===== config.mk =====
export PLATFORM = sky130hd
export DESIGN_NAME = mfd_top
export DESIGN_NICKNAME = d
export VERILOG_FILES = /design/src/hw/mfd_pkg.sv /design/src/hw/mfd_access_check.sv /design/src/hw/mfd_top.sv
export SDC_FILE = /design/constraint.sdc
export NUM_CORES = 1
export LEC_CHECK = 0
export ABC_CLOCK_PERIOD_IN_PS = 3450
export BUFFER_PORTS_ARGS = -buffer_cell sky130_fd_sc_hd__buf_2
export CORE_MARGIN = 5
export CORE_UTILIZATION = 50
export CTS_BUF_LIST = sky130_fd_sc_hd__clkbuf_16
export DETAILED_ROUTE_END_ITERATION = 16
export GPL_TIMING_DRIVEN = 1
export PLACE_DENSITY = 0.88
export SLEW_MARGIN = 20
export SYNTH_ARGS = -nofsm -noshare
export SYNTH_HDL_FRONTEND = slang
export SYNTH_HIERARCHICAL = 1
export SYNTH_SLANG_ARGS = --single-unit
export TNS_END_PERCENT = 20

===== constraint.sdc =====
create_clock -name clk_i -period 3.45 [get_ports clk_i]
set_input_delay 0.1725 -clock clk_i [delete_from_list [all_inputs] [get_ports clk_i]]
set_output_delay 0.1725 -clock clk_i [all_outputs]
set_load 0.1 [all_outputs]

===== src/hw/mfd_pkg.sv =====
// constants, types and helper functions of the memory fault and domain checker
package mfd_pkg;
	localparam logic [7:0]  OFF_DOMAIN     = 8'h00;
	localparam logic [7:0]  OFF_CTRL       = 8'h04;
	localparam logic [7:0]  OFF_TTB        = 8'h08;
	localparam logic [7:0]  OFF_FSTAT      = 8'h0c;
	localparam logic [7:0]  OFF_FADDR      = 8'h10;
	localparam int          CTRL_ALIGN_BIT = 1;
	localparam int          CTRL_SYS_BIT   = 8;
	localparam logic [31:0] DOMAIN_RST     = 32'h0000_0000;
	localparam logic [17:0] TTB_RST        = 18'h0_0000;
	localparam logic        CTRL_ALIGN_RST = 1'b0;
	localparam logic        CTRL_SYS_RST   = 1'b0;
	localparam int          TTB_LSB        = 14;
	localparam int          STAT_DOM_LSB   = 4;
	localparam logic [3:0]  SRC_WBUF       = 4'h0;
	localparam logic [3:0]  SRC_ALIGN      = 4'h1;
	localparam logic [3:0]  SRC_LF_SEC     = 4'h4;
	localparam logic [3:0]  SRC_TRANS_SEC  = 4'h5;
	localparam logic [3:0]  SRC_LF_PAGE    = 4'h6;
	localparam logic [3:0]  SRC_TRANS_PAGE = 4'h7;
	localparam logic [3:0]  SRC_BUS_SEC    = 4'h8;
	localparam logic [3:0]  SRC_DOM_SEC    = 4'h9;
	localparam logic [3:0]  SRC_BUS_PAGE   = 4'ha;
	localparam logic [3:0]  SRC_DOM_PAGE   = 4'hb;
	localparam logic [3:0]  SRC_WALK_L1    = 4'hc;
	localparam logic [3:0]  SRC_PERM_SEC   = 4'hd;
	localparam logic [3:0]  SRC_WALK_L2    = 4'he;
	localparam logic [3:0]  SRC_PERM_PAGE  = 4'hf;
	localparam logic [1:0]  L1_PAGE        = 2'b01;
	localparam logic [1:0]  L1_SECTION     = 2'b10;
	localparam logic [1:0]  L2_LARGE       = 2'b01;
	localparam logic [1:0]  L2_SMALL       = 2'b10;
	localparam logic [1:0]  DOM_NONE       = 2'b00;
	localparam logic [1:0]  DOM_CLIENT     = 2'b01;
	localparam logic [1:0]  DOM_RSVD       = 2'b10;
	localparam logic [1:0]  DOM_MANAGER    = 2'b11;
	localparam logic [1:0]  PERM_NONE      = 2'b00;
	localparam logic [1:0]  PERM_SUPER     = 2'b01;
	localparam logic [1:0]  PERM_USER_RO   = 2'b10;
	localparam logic [1:0]  PERM_FULL      = 2'b11;
	localparam int          L1_DOM_LSB     = 5;
	localparam int          SEC_PERM_LSB   = 10;
	localparam int          L2_PERM_IDX0   = 2;
	localparam logic [1:0]  SYNC_LAT       = 2'd3;
	typedef enum logic [2:0] {MFD_IDLE, MFD_START, MFD_L1, MFD_L2, MFD_CHECK, MFD_MEM, MFD_SETTLE} mfd_state_e;
	// a descriptor type of 00 or 11 is invalid at both levels
	function automatic logic mfd_valid(input logic [1:0] t);
		return (t == 2'b01) || (t == 2'b10);
	endfunction
	// 2-bit field number idx of a 32-bit word
	function automatic logic [1:0] mfd_fld2(input logic [31:0] v, input logic [3:0] idx);
		return v[{idx, 1'b0} +: 2];
	endfunction
	// byte-lane merge of a bus write
	function automatic logic [31:0] mfd_wmerge(input logic [31:0] old, input logic [31:0] nw, input logic [3:0] sel);
		logic [31:0] r;
		r = old;
		for (int b = 0; b < 4; b++)
			if (sel[b])
				r[8*b +: 8] = nw[8*b +: 8];
		return r;
	endfunction
endpackage


===== src/hw/mfd_access_check.sv =====
// domain and access permission decision for one access
`timescale 1ns/1ps
module mfd_access_check
	import mfd_pkg::*;
(
	input  wire logic [1:0] dom_ctl_i,
	input  wire logic [1:0] perm_i,
	input  wire logic       sys_i,
	input  wire logic       user_i,
	input  wire logic       write_i,
	output logic            domain_fault_o,
	output logic            perm_fault_o
);
	logic allowed;

	always_comb
	begin
		allowed = 1'b0;
		case (perm_i)
			PERM_NONE:    allowed = sys_i && !user_i && !write_i;
			PERM_SUPER:   allowed = !user_i;
			PERM_USER_RO: allowed = !user_i || !write_i;
			PERM_FULL:    allowed = 1'b1;
			default:    allowed = 1'b0;
		endcase
	end

	always_comb
	begin
		domain_fault_o = 1'b0;
		perm_fault_o   = 1'b0;
		case (dom_ctl_i)
			DOM_NONE:    domain_fault_o = 1'b1;
			DOM_CLIENT:  perm_fault_o   = !allowed;
			DOM_RSVD:    domain_fault_o = 1'b1;
			DOM_MANAGER: perm_fault_o   = 1'b0;
			default:     domain_fault_o = 1'b1;
		endcase
	end
endmodule // mfd_access_check


===== src/hw/mfd_top.sv =====
// table walk, fault detection and fault reporting with wishbone registers
//
// The register addresses and register access over Wishbone are this design's own decisions.
`timescale 1ns/1ps
module mfd_top
	import mfd_pkg::*;
(
	input  wire logic        clk_i,
	input  wire logic        rst_i,
	input  wire logic        wb_cyc_i,
	input  wire logic        wb_stb_i,
	input  wire logic        wb_we_i,
	input  wire logic [7:0]  wb_adr_i,
	input  wire logic [3:0]  wb_sel_i,
	input  wire logic [31:0] wb_dat_i,
	output logic             wb_ack_o,
	output logic [31:0]      wb_dat_o,
	input  wire logic        cpu_req_i,
	input  wire logic [31:0] cpu_va_i,
	input  wire logic        cpu_we_i,
	input  wire logic        cpu_user_i,
	input  wire logic        cpu_instr_i,
	input  wire logic        cpu_word_i,
	input  wire logic        cpu_linefetch_i,
	output logic             cpu_ready_o,
	output logic             cpu_done_o,
	output logic             cpu_dabort_o,
	output logic             cpu_pabort_o,
	output logic [31:0]      cpu_pa_o,
	output logic             desc_req_o,
	output logic [31:0]      desc_addr_o,
	input  wire logic        desc_ack_i,
	input  wire logic        desc_err_i,
	input  wire logic [31:0] desc_data_i,
	output logic             mem_req_o,
	output logic [31:0]      mem_addr_o,
	output logic             mem_we_o,
	input  wire logic        mem_ack_i,
	input  wire logic        ext_abort_i,
	input  wire logic        wbuf_err_i
);
	typedef struct packed {
		mfd_state_e  state;
		logic [31:0] dac;
		logic        ctrl_align;
		logic        ctrl_sys;
		logic [17:0] ttb;
		logic [3:0]  fsrc;
		logic [3:0]  fdom;
		logic [31:0] faddr;
		logic        wb_ack;
		logic [31:0] wb_dat;
		logic [1:0]  sync1;
		logic [1:0]  sync2;
		logic [1:0]  sync3;
		logic [1:0]  lvl;
		logic        wbuf_prev;
		logic        wbuf_pend;
		logic [31:0] va;
		logic        we;
		logic        user;
		logic        instr;
		logic        word;
		logic        lf;
		logic [31:0] l1;
		logic [31:0] l2;
		logic        is_page;
		logic        ext_seen;
		logic [1:0]  cnt;
		logic        desc_req;
		logic [31:0] desc_addr;
		logic        mem_req;
		logic [31:0] mem_addr;
		logic        mem_we;
		logic        ready;
		logic        done;
		logic        dabort;
		logic        pabort;
		logic [31:0] pa;
	} mfd_regs_s;

	mfd_regs_s   s;
	mfd_regs_s   next_s;
	logic [1:0]  dom_ctl;
	logic [1:0]  perm_sel;
	logic [3:0]  perm_idx;
	logic        dom_fault;
	logic        perm_fault;
	logic        bus_req;
	logic        ab_now;
	logic [3:0]  ab_src;
	logic [3:0]  ab_dom;
	logic [31:0] wdata;
	logic [31:0] ctrl_word;

	// domain chosen by level-one bits 8:5, field n at bits 2n+1:2n
	assign dom_ctl = mfd_fld2(s.dac, s.l1[L1_DOM_LSB +: 4]);
	// sub-page quarter: va 11:10 for small pages, 15:14 for large
	assign perm_idx = (s.l2[1:0] == L2_LARGE) ? {2'b00, s.va[15:14]} + 4'(L2_PERM_IDX0)
	                                         : {2'b00, s.va[11:10]} + 4'(L2_PERM_IDX0);
	assign perm_sel = s.is_page ? mfd_fld2(s.l2, perm_idx) : s.l1[SEC_PERM_LSB +: 2];
	assign ctrl_word = (32'(s.ctrl_sys) << CTRL_SYS_BIT) | (32'(s.ctrl_align) << CTRL_ALIGN_BIT);
	assign bus_req = wb_cyc_i && wb_stb_i;

	mfd_access_check u_check (
		.dom_ctl_i      (dom_ctl),
		.perm_i         (perm_sel),
		.sys_i          (s.ctrl_sys),
		.user_i         (s.user),
		.write_i        (s.we),
		.domain_fault_o (dom_fault),
		.perm_fault_o   (perm_fault)
	);

	always_comb
	begin
		next_s = s;
		ab_now = 1'b0;
		ab_src = SRC_WBUF;
		ab_dom = 4'h0;
		wdata  = 32'h0000_0000;
		next_s.done   = 1'b0;
		next_s.dabort = 1'b0;
		next_s.pabort = 1'b0;

		// wishbone slave: ack one cycle after request, write lands when ack is seen
		next_s.wb_ack = bus_req && !s.wb_ack;
		if (bus_req && !s.wb_ack)
		begin
			case (wb_adr_i)
				OFF_DOMAIN: next_s.wb_dat = s.dac;
				OFF_CTRL:   next_s.wb_dat = ctrl_word;
				OFF_TTB:    next_s.wb_dat = {s.ttb, 14'h0000};
				OFF_FSTAT:  next_s.wb_dat = {24'h00_0000, s.fdom, s.fsrc};
				OFF_FADDR:  next_s.wb_dat = s.faddr;
				default:    next_s.wb_dat = 32'h0000_0000;
			endcase
		end
		if (bus_req && s.wb_ack && wb_we_i)
		begin
			case (wb_adr_i)
				OFF_DOMAIN: next_s.dac = mfd_wmerge(s.dac, wb_dat_i, wb_sel_i);
				OFF_CTRL:
				begin
					wdata = mfd_wmerge(ctrl_word, wb_dat_i, wb_sel_i);
					next_s.ctrl_align = wdata[CTRL_ALIGN_BIT];
					next_s.ctrl_sys   = wdata[CTRL_SYS_BIT];
				end
				OFF_TTB:
				begin
					wdata = mfd_wmerge({s.ttb, 14'h0000}, wb_dat_i, wb_sel_i);
					next_s.ttb = wdata[31:TTB_LSB];
				end
				default: wdata = 32'h0000_0000;
			endcase
		end

		// pin synchronisers; a level changes once stages two and three agree
		next_s.sync1 = {wbuf_err_i, ext_abort_i};
		next_s.sync2 = s.sync1;
		next_s.sync3 = s.sync2;
		for (int i = 0; i < 2; i++)
			if (s.sync2[i] == s.sync3[i])
				next_s.lvl[i] = s.sync3[i];
		next_s.wbuf_prev = s.lvl[1];

		case (s.state)
			MFD_IDLE:
			begin
				if (cpu_req_i)
				begin
					next_s.va    = cpu_va_i;
					next_s.we    = cpu_we_i;
					next_s.user  = cpu_user_i;
					next_s.instr = cpu_instr_i;
					next_s.word  = cpu_word_i;
					next_s.lf    = cpu_linefetch_i;
					next_s.ready = 1'b0;
					next_s.state = MFD_START;
				end
			end
			MFD_START:
			begin
				next_s.is_page  = 1'b0;
				next_s.ext_seen = 1'b0;
				if (s.wbuf_pend && !s.instr)
				begin
					// buffered write error lands on the first data access that can abort
					ab_now = 1'b1;
					ab_src = SRC_WBUF;
				end
				else if (s.ctrl_align && !s.instr && s.word && (s.va[1:0] != 2'b00))
				begin
					ab_now = 1'b1;
					ab_src = SRC_ALIGN;
				end
				else
				begin
					next_s.desc_req  = 1'b1;
					next_s.desc_addr = {s.ttb, s.va[31:20], 2'b00};
					next_s.state     = MFD_L1;
				end
			end
			MFD_L1:
			begin
				if (desc_ack_i)
				begin
					next_s.desc_req = 1'b0;
					next_s.l1       = desc_data_i;
					if (desc_err_i)
					begin
						ab_now = 1'b1;
						ab_src = SRC_WALK_L1;
					end
					else if (!mfd_valid(desc_data_i[1:0]))
					begin
						// the domain bits of an invalid entry are reported as they are
						ab_now = 1'b1;
						ab_src = SRC_TRANS_SEC;
						ab_dom = desc_data_i[L1_DOM_LSB +: 4];
					end
					else if (desc_data_i[1:0] == L1_PAGE)
					begin
						next_s.is_page   = 1'b1;
						next_s.desc_req  = 1'b1;
						next_s.desc_addr = {desc_data_i[31:10], s.va[19:12], 2'b00};
						next_s.state     = MFD_L2;
					end
					else
						next_s.state = MFD_CHECK;
				end
			end
			MFD_L2:
			begin
				if (desc_ack_i)
				begin
					next_s.desc_req = 1'b0;
					next_s.l2       = desc_data_i;
					ab_dom          = s.l1[L1_DOM_LSB +: 4];
					if (desc_err_i)
					begin
						ab_now = 1'b1;
						ab_src = SRC_WALK_L2;
					end
					else if (!mfd_valid(desc_data_i[1:0]))
					begin
						ab_now = 1'b1;
						ab_src = SRC_TRANS_PAGE;
					end
					else
						next_s.state = MFD_CHECK;
				end
			end
			MFD_CHECK:
			begin
				ab_dom = s.l1[L1_DOM_LSB +: 4];
				// domain and permission faults are found before any memory cycle is started
				if (dom_fault)
				begin
					ab_now = 1'b1;
					ab_src = s.is_page ? SRC_DOM_PAGE : SRC_DOM_SEC;
				end
				else if (perm_fault)
				begin
					ab_now = 1'b1;
					ab_src = s.is_page ? SRC_PERM_PAGE : SRC_PERM_SEC;
				end
				else
				begin
					next_s.mem_req = 1'b1;
					next_s.mem_we  = s.we;
					if (!s.is_page)
						next_s.mem_addr = {s.l1[31:20], s.va[19:0]};
					else if (s.l2[1:0] == L2_SMALL)
						next_s.mem_addr = {s.l2[31:12], s.va[11:0]};
					else
						next_s.mem_addr = {s.l2[31:16], s.va[15:0]};
					next_s.state = MFD_MEM;
				end
			end
			MFD_MEM:
			begin
				// an external abort never cuts the running cycle short
				next_s.ext_seen = s.ext_seen || s.lvl[0];
				if (mem_ack_i)
				begin
					next_s.mem_req = 1'b0;
					next_s.cnt     = 2'd0;
					next_s.state   = MFD_SETTLE;
				end
			end
			MFD_SETTLE:
			begin
				// wait out the synchroniser so a late abort pin is still caught
				next_s.cnt = s.cnt + 2'd1;
				if (s.cnt == SYNC_LAT - 2'd1)
				begin
					ab_dom = s.l1[L1_DOM_LSB +: 4];
					if (s.ext_seen || s.lvl[0])
					begin
						ab_now = 1'b1;
						if (s.lf)
							ab_src = s.is_page ? SRC_LF_PAGE : SRC_LF_SEC;
						else
							ab_src = s.is_page ? SRC_BUS_PAGE : SRC_BUS_SEC;
					end
					else
					begin
						next_s.done  = 1'b1;
						next_s.pa    = s.mem_addr;
						next_s.ready = 1'b1;
						next_s.state = MFD_IDLE;
					end
				end
				else
					next_s.ext_seen = s.ext_seen || s.lvl[0];
			end
			default:
			begin
				next_s.state = MFD_IDLE;
				next_s.ready = 1'b1;
			end
		endcase

		// every access is checked afresh, so a masked abort other than a write buffer error shows again on restart
		if (ab_now)
		begin
			next_s.done   = 1'b1;
			next_s.pa     = 32'h0000_0000;
			next_s.dabort = !s.instr;
			next_s.pabort = s.instr;
			next_s.ready  = 1'b1;
			next_s.state  = MFD_IDLE;
			if (!s.instr)
			begin
				next_s.fsrc  = ab_src;
				next_s.fdom  = ab_dom;
				next_s.faddr = s.va;
			end
			if (ab_src == SRC_WBUF)
				next_s.wbuf_pend = 1'b0;
		end
		// a new write buffer error wins over its own consumption
		if (s.lvl[1] && !s.wbuf_prev)
			next_s.wbuf_pend = 1'b1;
	end

	always_ff @(posedge clk_i)
	begin
		if (rst_i)
		begin
			s            <= '0;
			s.state      <= MFD_IDLE;
			s.dac        <= DOMAIN_RST;
			s.ttb        <= TTB_RST;
			s.ctrl_align <= CTRL_ALIGN_RST;
			s.ctrl_sys   <= CTRL_SYS_RST;
			s.ready      <= 1'b1;
		end
		else
			s <= next_s;
	end

	assign wb_ack_o     = s.wb_ack;
	assign wb_dat_o     = s.wb_dat;
	assign cpu_ready_o  = s.ready;
	assign cpu_done_o   = s.done;
	assign cpu_dabort_o = s.dabort;
	assign cpu_pabort_o = s.pabort;
	assign cpu_pa_o     = s.pa;
	assign desc_req_o   = s.desc_req;
	assign desc_addr_o  = s.desc_addr;
	assign mem_req_o    = s.mem_req;
	assign mem_addr_o   = s.mem_addr;
	assign mem_we_o     = s.mem_we;
endmodule // mfd_top


Yosys cells after proc, flatten, opt, wreduce, memory -nomap -nowiden --
Cells that the tools add are included.
Word-level totals: input port bits 124, word-level logic and storage cells 248, output and inout bits 136, register bits 346
Operators by class: reductions and logical operators 61, add/sub/neg operators 3, muxes and demuxes 94, shifts and indexed selects 2, bitwise operators 7, eq/ne operators 38
Operators with widths (number):
- $mux W33 | 6
- $pmux W32 S5 | 1
- $mux W32 | 4
- $mux W34 | 2
- $pmux W32 S2 | 1
- $mux W4 | 15
- $mux W3 | 18
- $mux W35 | 1
- $ne A2 B2 Y1 const B | 16
- $shiftx A32 B5 Y2 | 1
- $shiftx A32 B6 Y2 | 1
- $reduce_and A3 Y1 | 9
- $mux W1 | 25
- $pmux W3 S7 | 1
- $pmux W4 S5 | 1
- $mux W2 | 9
- $eq A8 B4 Y1 const B | 2
- $mux W16 | 1
- $pmux W4 S4 | 1
- $reduce_and A2 Y1 | 8
- $reduce_and A14 Y1 | 1
- $eq A2 B2 Y1 const B | 6
- $reduce_bool A2 Y1 | 6
- $logic_and A1 B1 Y1 | 11
- 27 further kinds | 58

Depth between registers and ports, before layout --
depth in word-level cells 15, gate-level depth with buffers 14, depth with buffers taken out 12

Modules after synthesis --
Netlist, hierarchy kept.
By module, submodules not included:
- mfd_top | times used 1, sequential area each 6566.3 um2, cells each 1627, area each 13968.4 um2
- mfd_access_check | times used 1, sequential area each 0.0 um2, cells each 8, area each 43.8 um2

Least setup slack after synthesis --
Ideal clock, no wire load.
path type reg2reg, from register s[107] (netlist name), to register s[289] (netlist name), arrival 3.367 ns, data required time 3.318 ns, setup slack -0.049 ns, cell stages (with the launch flop) 14, path buffers 1, period minus slack after synthesis 3.499 ns, library setup time 0.132 ns, cells stage by stage dfxtp_1 -> nor2b_1 -> mux2i_1 -> mux4_2 -> mux2_2 -> nor2b_1 -> o21ai_1 -> a211oi_2 -> nor2_1 -> o32ai_1 -> o31ai_1 -> buf_2 -> a2111oi_0 -> nor3_1
Between the ends: cells in the longest elaborated chain, start to end 12, elaborated cells between the ends (all ways) 18, those cells by class eq/ne (4); shift (1); mux (10); reduce/logical (3)
Ends and longest elaborated chain:
- start, declared | line mfd_top.sv:82 | mfd_regs_s s;
- start signal, assigned | line mfd_top.sv:361 | s <= next_s;
- $eq A2 B1 Y1 | line mfd_top.sv:99 | assign perm_idx = (s.l2[1:0] == L2_LARGE) ? {2'b00, s.va[15:14]} + 4'(L2_PERM_IDX0)
- $mux W3 | line mfd_top.sv:99
- $shiftx A32 B5 Y2 (*) | line mfd_pkg.sv:53 | return v[{idx, 1'b0} +: 2];
- $mux W2 (*) | line mfd_top.sv:101 | assign perm_sel = s.is_page ? mfd_fld2(s.l2, perm_idx) : s.l1[SEC_PERM_LSB +: 2];
- named net perm_sel[0] | line mfd_top.sv:85 | logic [1:0] perm_sel;
- $eq A2 B2 Y1 (tied with other cells) | line mfd_access_check.sv:19 | case (perm_i)
- $pmux W1 S4 (*) | line mfd_access_check.sv:19
- $logic_not A1 Y1 (*) | line mfd_access_check.sv:34 | DOM_CLIENT: perm_fault_o = !allowed;
- $mux W1 (*) | line mfd_access_check.sv:32 | case (dom_ctl_i)
- named net perm_fault | line mfd_top.sv:88 | logic perm_fault;
- $mux W1 | line mfd_top.sv:263 | else if (perm_fault)
- $mux W1 | line mfd_top.sv:258 | if (dom_fault)
- $pmux W1 S4 | line mfd_top.sv:167 | case (s.state)
- $reduce_and A2 Y1 (no source line)
Mark *: on every way through the listed nets, which the timed path passes. The rest lies on a longest branch. A chain may end at the register's enable or synchronous reset.

Worst setup path in the final report --
from register s[107] (netlist name), to register s[285] (netlist name)
Between the ends: cells in the longest elaborated chain, start to end 12, elaborated cells between the ends (all ways) 15, those cells by class eq/ne (4); shift (1); mux (7); reduce/logical (3)
Ends and longest elaborated chain (line):
- $eq A2 B1 Y1 | mfd_top.sv:99
- $mux W3 | mfd_top.sv:99
- $shiftx A32 B5 Y2 (*) | mfd_pkg.sv:53
- $mux W2 (*) | mfd_top.sv:101
- named net perm_sel[0] | mfd_top.sv:85
- $eq A2 B2 Y1 (tied with other cells) | mfd_access_check.sv:19
- $pmux W1 S4 (*) | mfd_access_check.sv:19
- $logic_not A1 Y1 (*) | mfd_access_check.sv:34
- $mux W1 (*) | mfd_access_check.sv:32
- named net perm_fault | mfd_top.sv:88
- $mux W1 (*) | mfd_top.sv:263
- $mux W1 (*) | mfd_top.sv:258
- $pmux W1 S4 (*) | mfd_top.sv:167
- $reduce_and A2 Y1 (no source line) (*)
Marked as above.

==> results.toml <==
[timing]
setup_viol_count_final = 0
min_period_over_period_pct = 97.2
finalClockSkew_ps = 28.5
worstMarginPinSlew_ps = 952
hold_viol = 0
whs_ps = 80.1
max_freq_mhz = 298
drv_slew = 0
maxSlewHeadroom_pct = 35.9
period_needed_ps = 3350
rsz0062_at_grt = "true"

[floorplan]
rows = 61
ioPinCount = 260
core_area_um2 = 27700
die_area_um2 = 31500
initial_utilization_pct = 50.6
die_x_um = 177
fp.dieH_um = 177

[clock_tree]
cts.sinks = 328
h-tree-depth = 2
clockBufferDepth = 3
cts_tree = "yes"
cts_made_buffers = 34
clk_pin_slew_ps = 60
worst_skew_pair.late_latency_ps = 510
cts_root_buf = "clkbuf_16"

[critical_path]
crit_start = "s[107]"
startpoint_type = "flop"
critical_path_class = "reg -> reg"
reg2reg_from = "s[107]"
path_max_fanout = 6
crit_path_end_kind = "flop"
crit_arrival_ps = 3710
required_ps = 3810

[finish]
finalNetCount = 1953
fill_cells = 2204
area_delta_synth_final_pct = 20.7
fin_util_pct = 61.0
drive_gt1_share_pct = 21.1

[synthesis]
ys_types = 58
avgSynthCellArea_um2 = 8.57
yosysSeqAreaShare_pct = 46.9
yosys_warnings = 6
ys_async_sr_fraction_pct = 0
synth.ff_latch_count = 328
ys.flop_type = "dfxtp_1"
synth_area_um2 = 14000
synth-edff-count = 0
synthCells = 1635

[route]
drtIter0Drc = 1363
drc = 0
wirelength_um = 44700
drtPass1Iterations = 8
antenna_left = 0
routed-via-count = 12741
vias_per_cell = 5.71
wl_per_cell_um = 20.0

[global_routing]
grt_pass1_vias = 12237
grt_usage_pct = 26.8
grt_antenna_before_repair = 5
grt_pass1_wl_um = 67000
grt_max_degree = 108
grt-ovfl-total = 0

[placement]
place_congestion = 0.894
io_buffers = 255
dp_hpwl_um = 29400

[power]
vdd_drop_max_mv = 1.06
leakagePower_nw = 6.93
p_per_area_nw_per_um2 = 679

[hold_path]
hold_path.startpoint = "mem_ack_i"
hold_path.class = "in -> reg"

[run]
cap_violations = 0

[run_status]
status = "finished clean"
==> cells in the mapped netlist (6+ instances only) <==
cell	number	area share (%)
a211oi_1	53	2.8
buf_2	13	0.46
nor2b_1	16	0.71
o21ai_0	35	1.3
a22oi_1	43	2.3
nor2_1	144	3.9
mux2i_1	94	6.7
clkbuf_1	91	2.4
dfxtp_1	328	47
buf_4	130	7.0
a21oi_1	180	6.4
nand2b_1	8	0.36
a22o_1	20	1.3
inv_1	9	0.24
nand2_1	357	9.6
nand3_1	6	0.21
mux4_2	12	1.9
mux2_2	9	0.72
a221oi_1	7	0.44
nor3_1	16	0.57
==> critical path, stage by stage, from the launching register on <==
cell      delay (ps)
dfxtp_2          340
nor2b_4          190
mux2i_4          280
mux4_2           510
mux2_4           270
nor2b_1          110
o21ai_1           70
a211oi_2         280
nor2_2            70
o32ai_2          310
buf_4            200
o31ai_4          100
buf_6            170
a221oi_1         220
nor3_1            80
==> area by class of cell <==
cell class / count / area [um^2] / share of cell area (%)
antenna: 4 / 10.0 / 0.0592
sequential: 328 / 6570 / 38.8
timing repair buffer: 396 / 2660 / 15.7
multi-input combinational: 1058 / 6100 / 36.1
tap: 378 / 473 / 2.80
clock inverter: 23 / 183 / 1.08
inverter: 9 / 33.8 / 0.200
clock buffer: 35 / 876 / 5.18
==> what timing repair did <==
action	in CTS	in global routing
buffers inserted	1	2
gates resized for setup	5	12
endpoints found under the setup margin	71	78
hold endpoints to repair	139	0
hold buffers	101	0
cloned	0	2
pin swaps	1	5
==> metal layers <==
layer  vias to the layer above  global-route usage (%)  share of wire (%)
li1                       5834                       -                  -
met1                      6016                    33.1                 38
met2                       728                    44.5                 47
met3                       159                    5.26                9.1
met4                         4                    13.8                5.7
met5                         -                       0              0.058
==> power breakdown <==
| group | leakage (nW) | switching, mW | internal, mW | total (mW) |
|---|---|---|---|---|
| clock | 0.544 | 1.49 | 2.06 | 3.55 |
| combinational | 3.73 | 2.55 | 0.875 | 3.43 |
| sequential | 2.66 | 0.350 | 4.16 | 4.51 |
| total | 6.93 | 4.39 | 7.09 | 11.5 |
==> state kept, by name (all words and copies together), names as in the netlist, 5 cells and up <==
name and flops:
next_s 5, wb_dat_o 32, s 189, cpu_pa_o 32
desc_addr_o 30, mem_addr_o 32
==> path summary, 6_finish.rpt <==
kind,end,slack [ps],cells past startpoint
worst min register to register,next_s[213],430,1
worst max register to register,s[285],100,14
worst max-delay path,s[285],100,14
worst min-delay path,s[103],80,3
==> stage by stage <==
stage               TNS (ps)  instances  total power [mW]  instance area (um^2)  setup WS, ps
CTS                        0       2223              11.4                 16800          42.9
detailed placement     -2740       2063              7.74                 14700          -247
finish                     0       2231              11.5                 16900          97.4
global route            -520       2230              11.9                 16900         -49.5
floorplan                  0       1636              7.18                 14000          55.0
global placement       -7.50       2063              7.67                 14700         -7.50
==> logic make-up (layout without fill, tap and decap cells) <==
logic type	Yosys count	after routing	synth area share (%)
compound gates	358	358	15.7
mux	115	115	9.37
simple gates	581	581	17.4
other cells	1	6	0.0268
buf+inv	250	463	10.4
flops	328	328	46.9
fa+ha+maj	2	2	0.179
==> placed cells by master (no fill, tap or decap), types with 6 or more instances in the layout <==
master / count
nand2_1: 357
dfxtp_1: 327
buf_2: 254
a21oi_1: 180
nor2_1: 142
dlygate4sd3_1: 101
mux2i_1: 93
a211oi_1: 53
a22oi_1: 43
clkbuf_16: 37
o21ai_0: 34
buf_4: 34
a22o_1: 20
inv_1: 14
nor2b_1: 14
nor3_1: 14
mux4_2: 12
mux2_2: 8
nand2b_1: 8
clkinv_1: 7
nand3_1: 6
clkinv_2: 6
(Power assumes the default switching activity.)
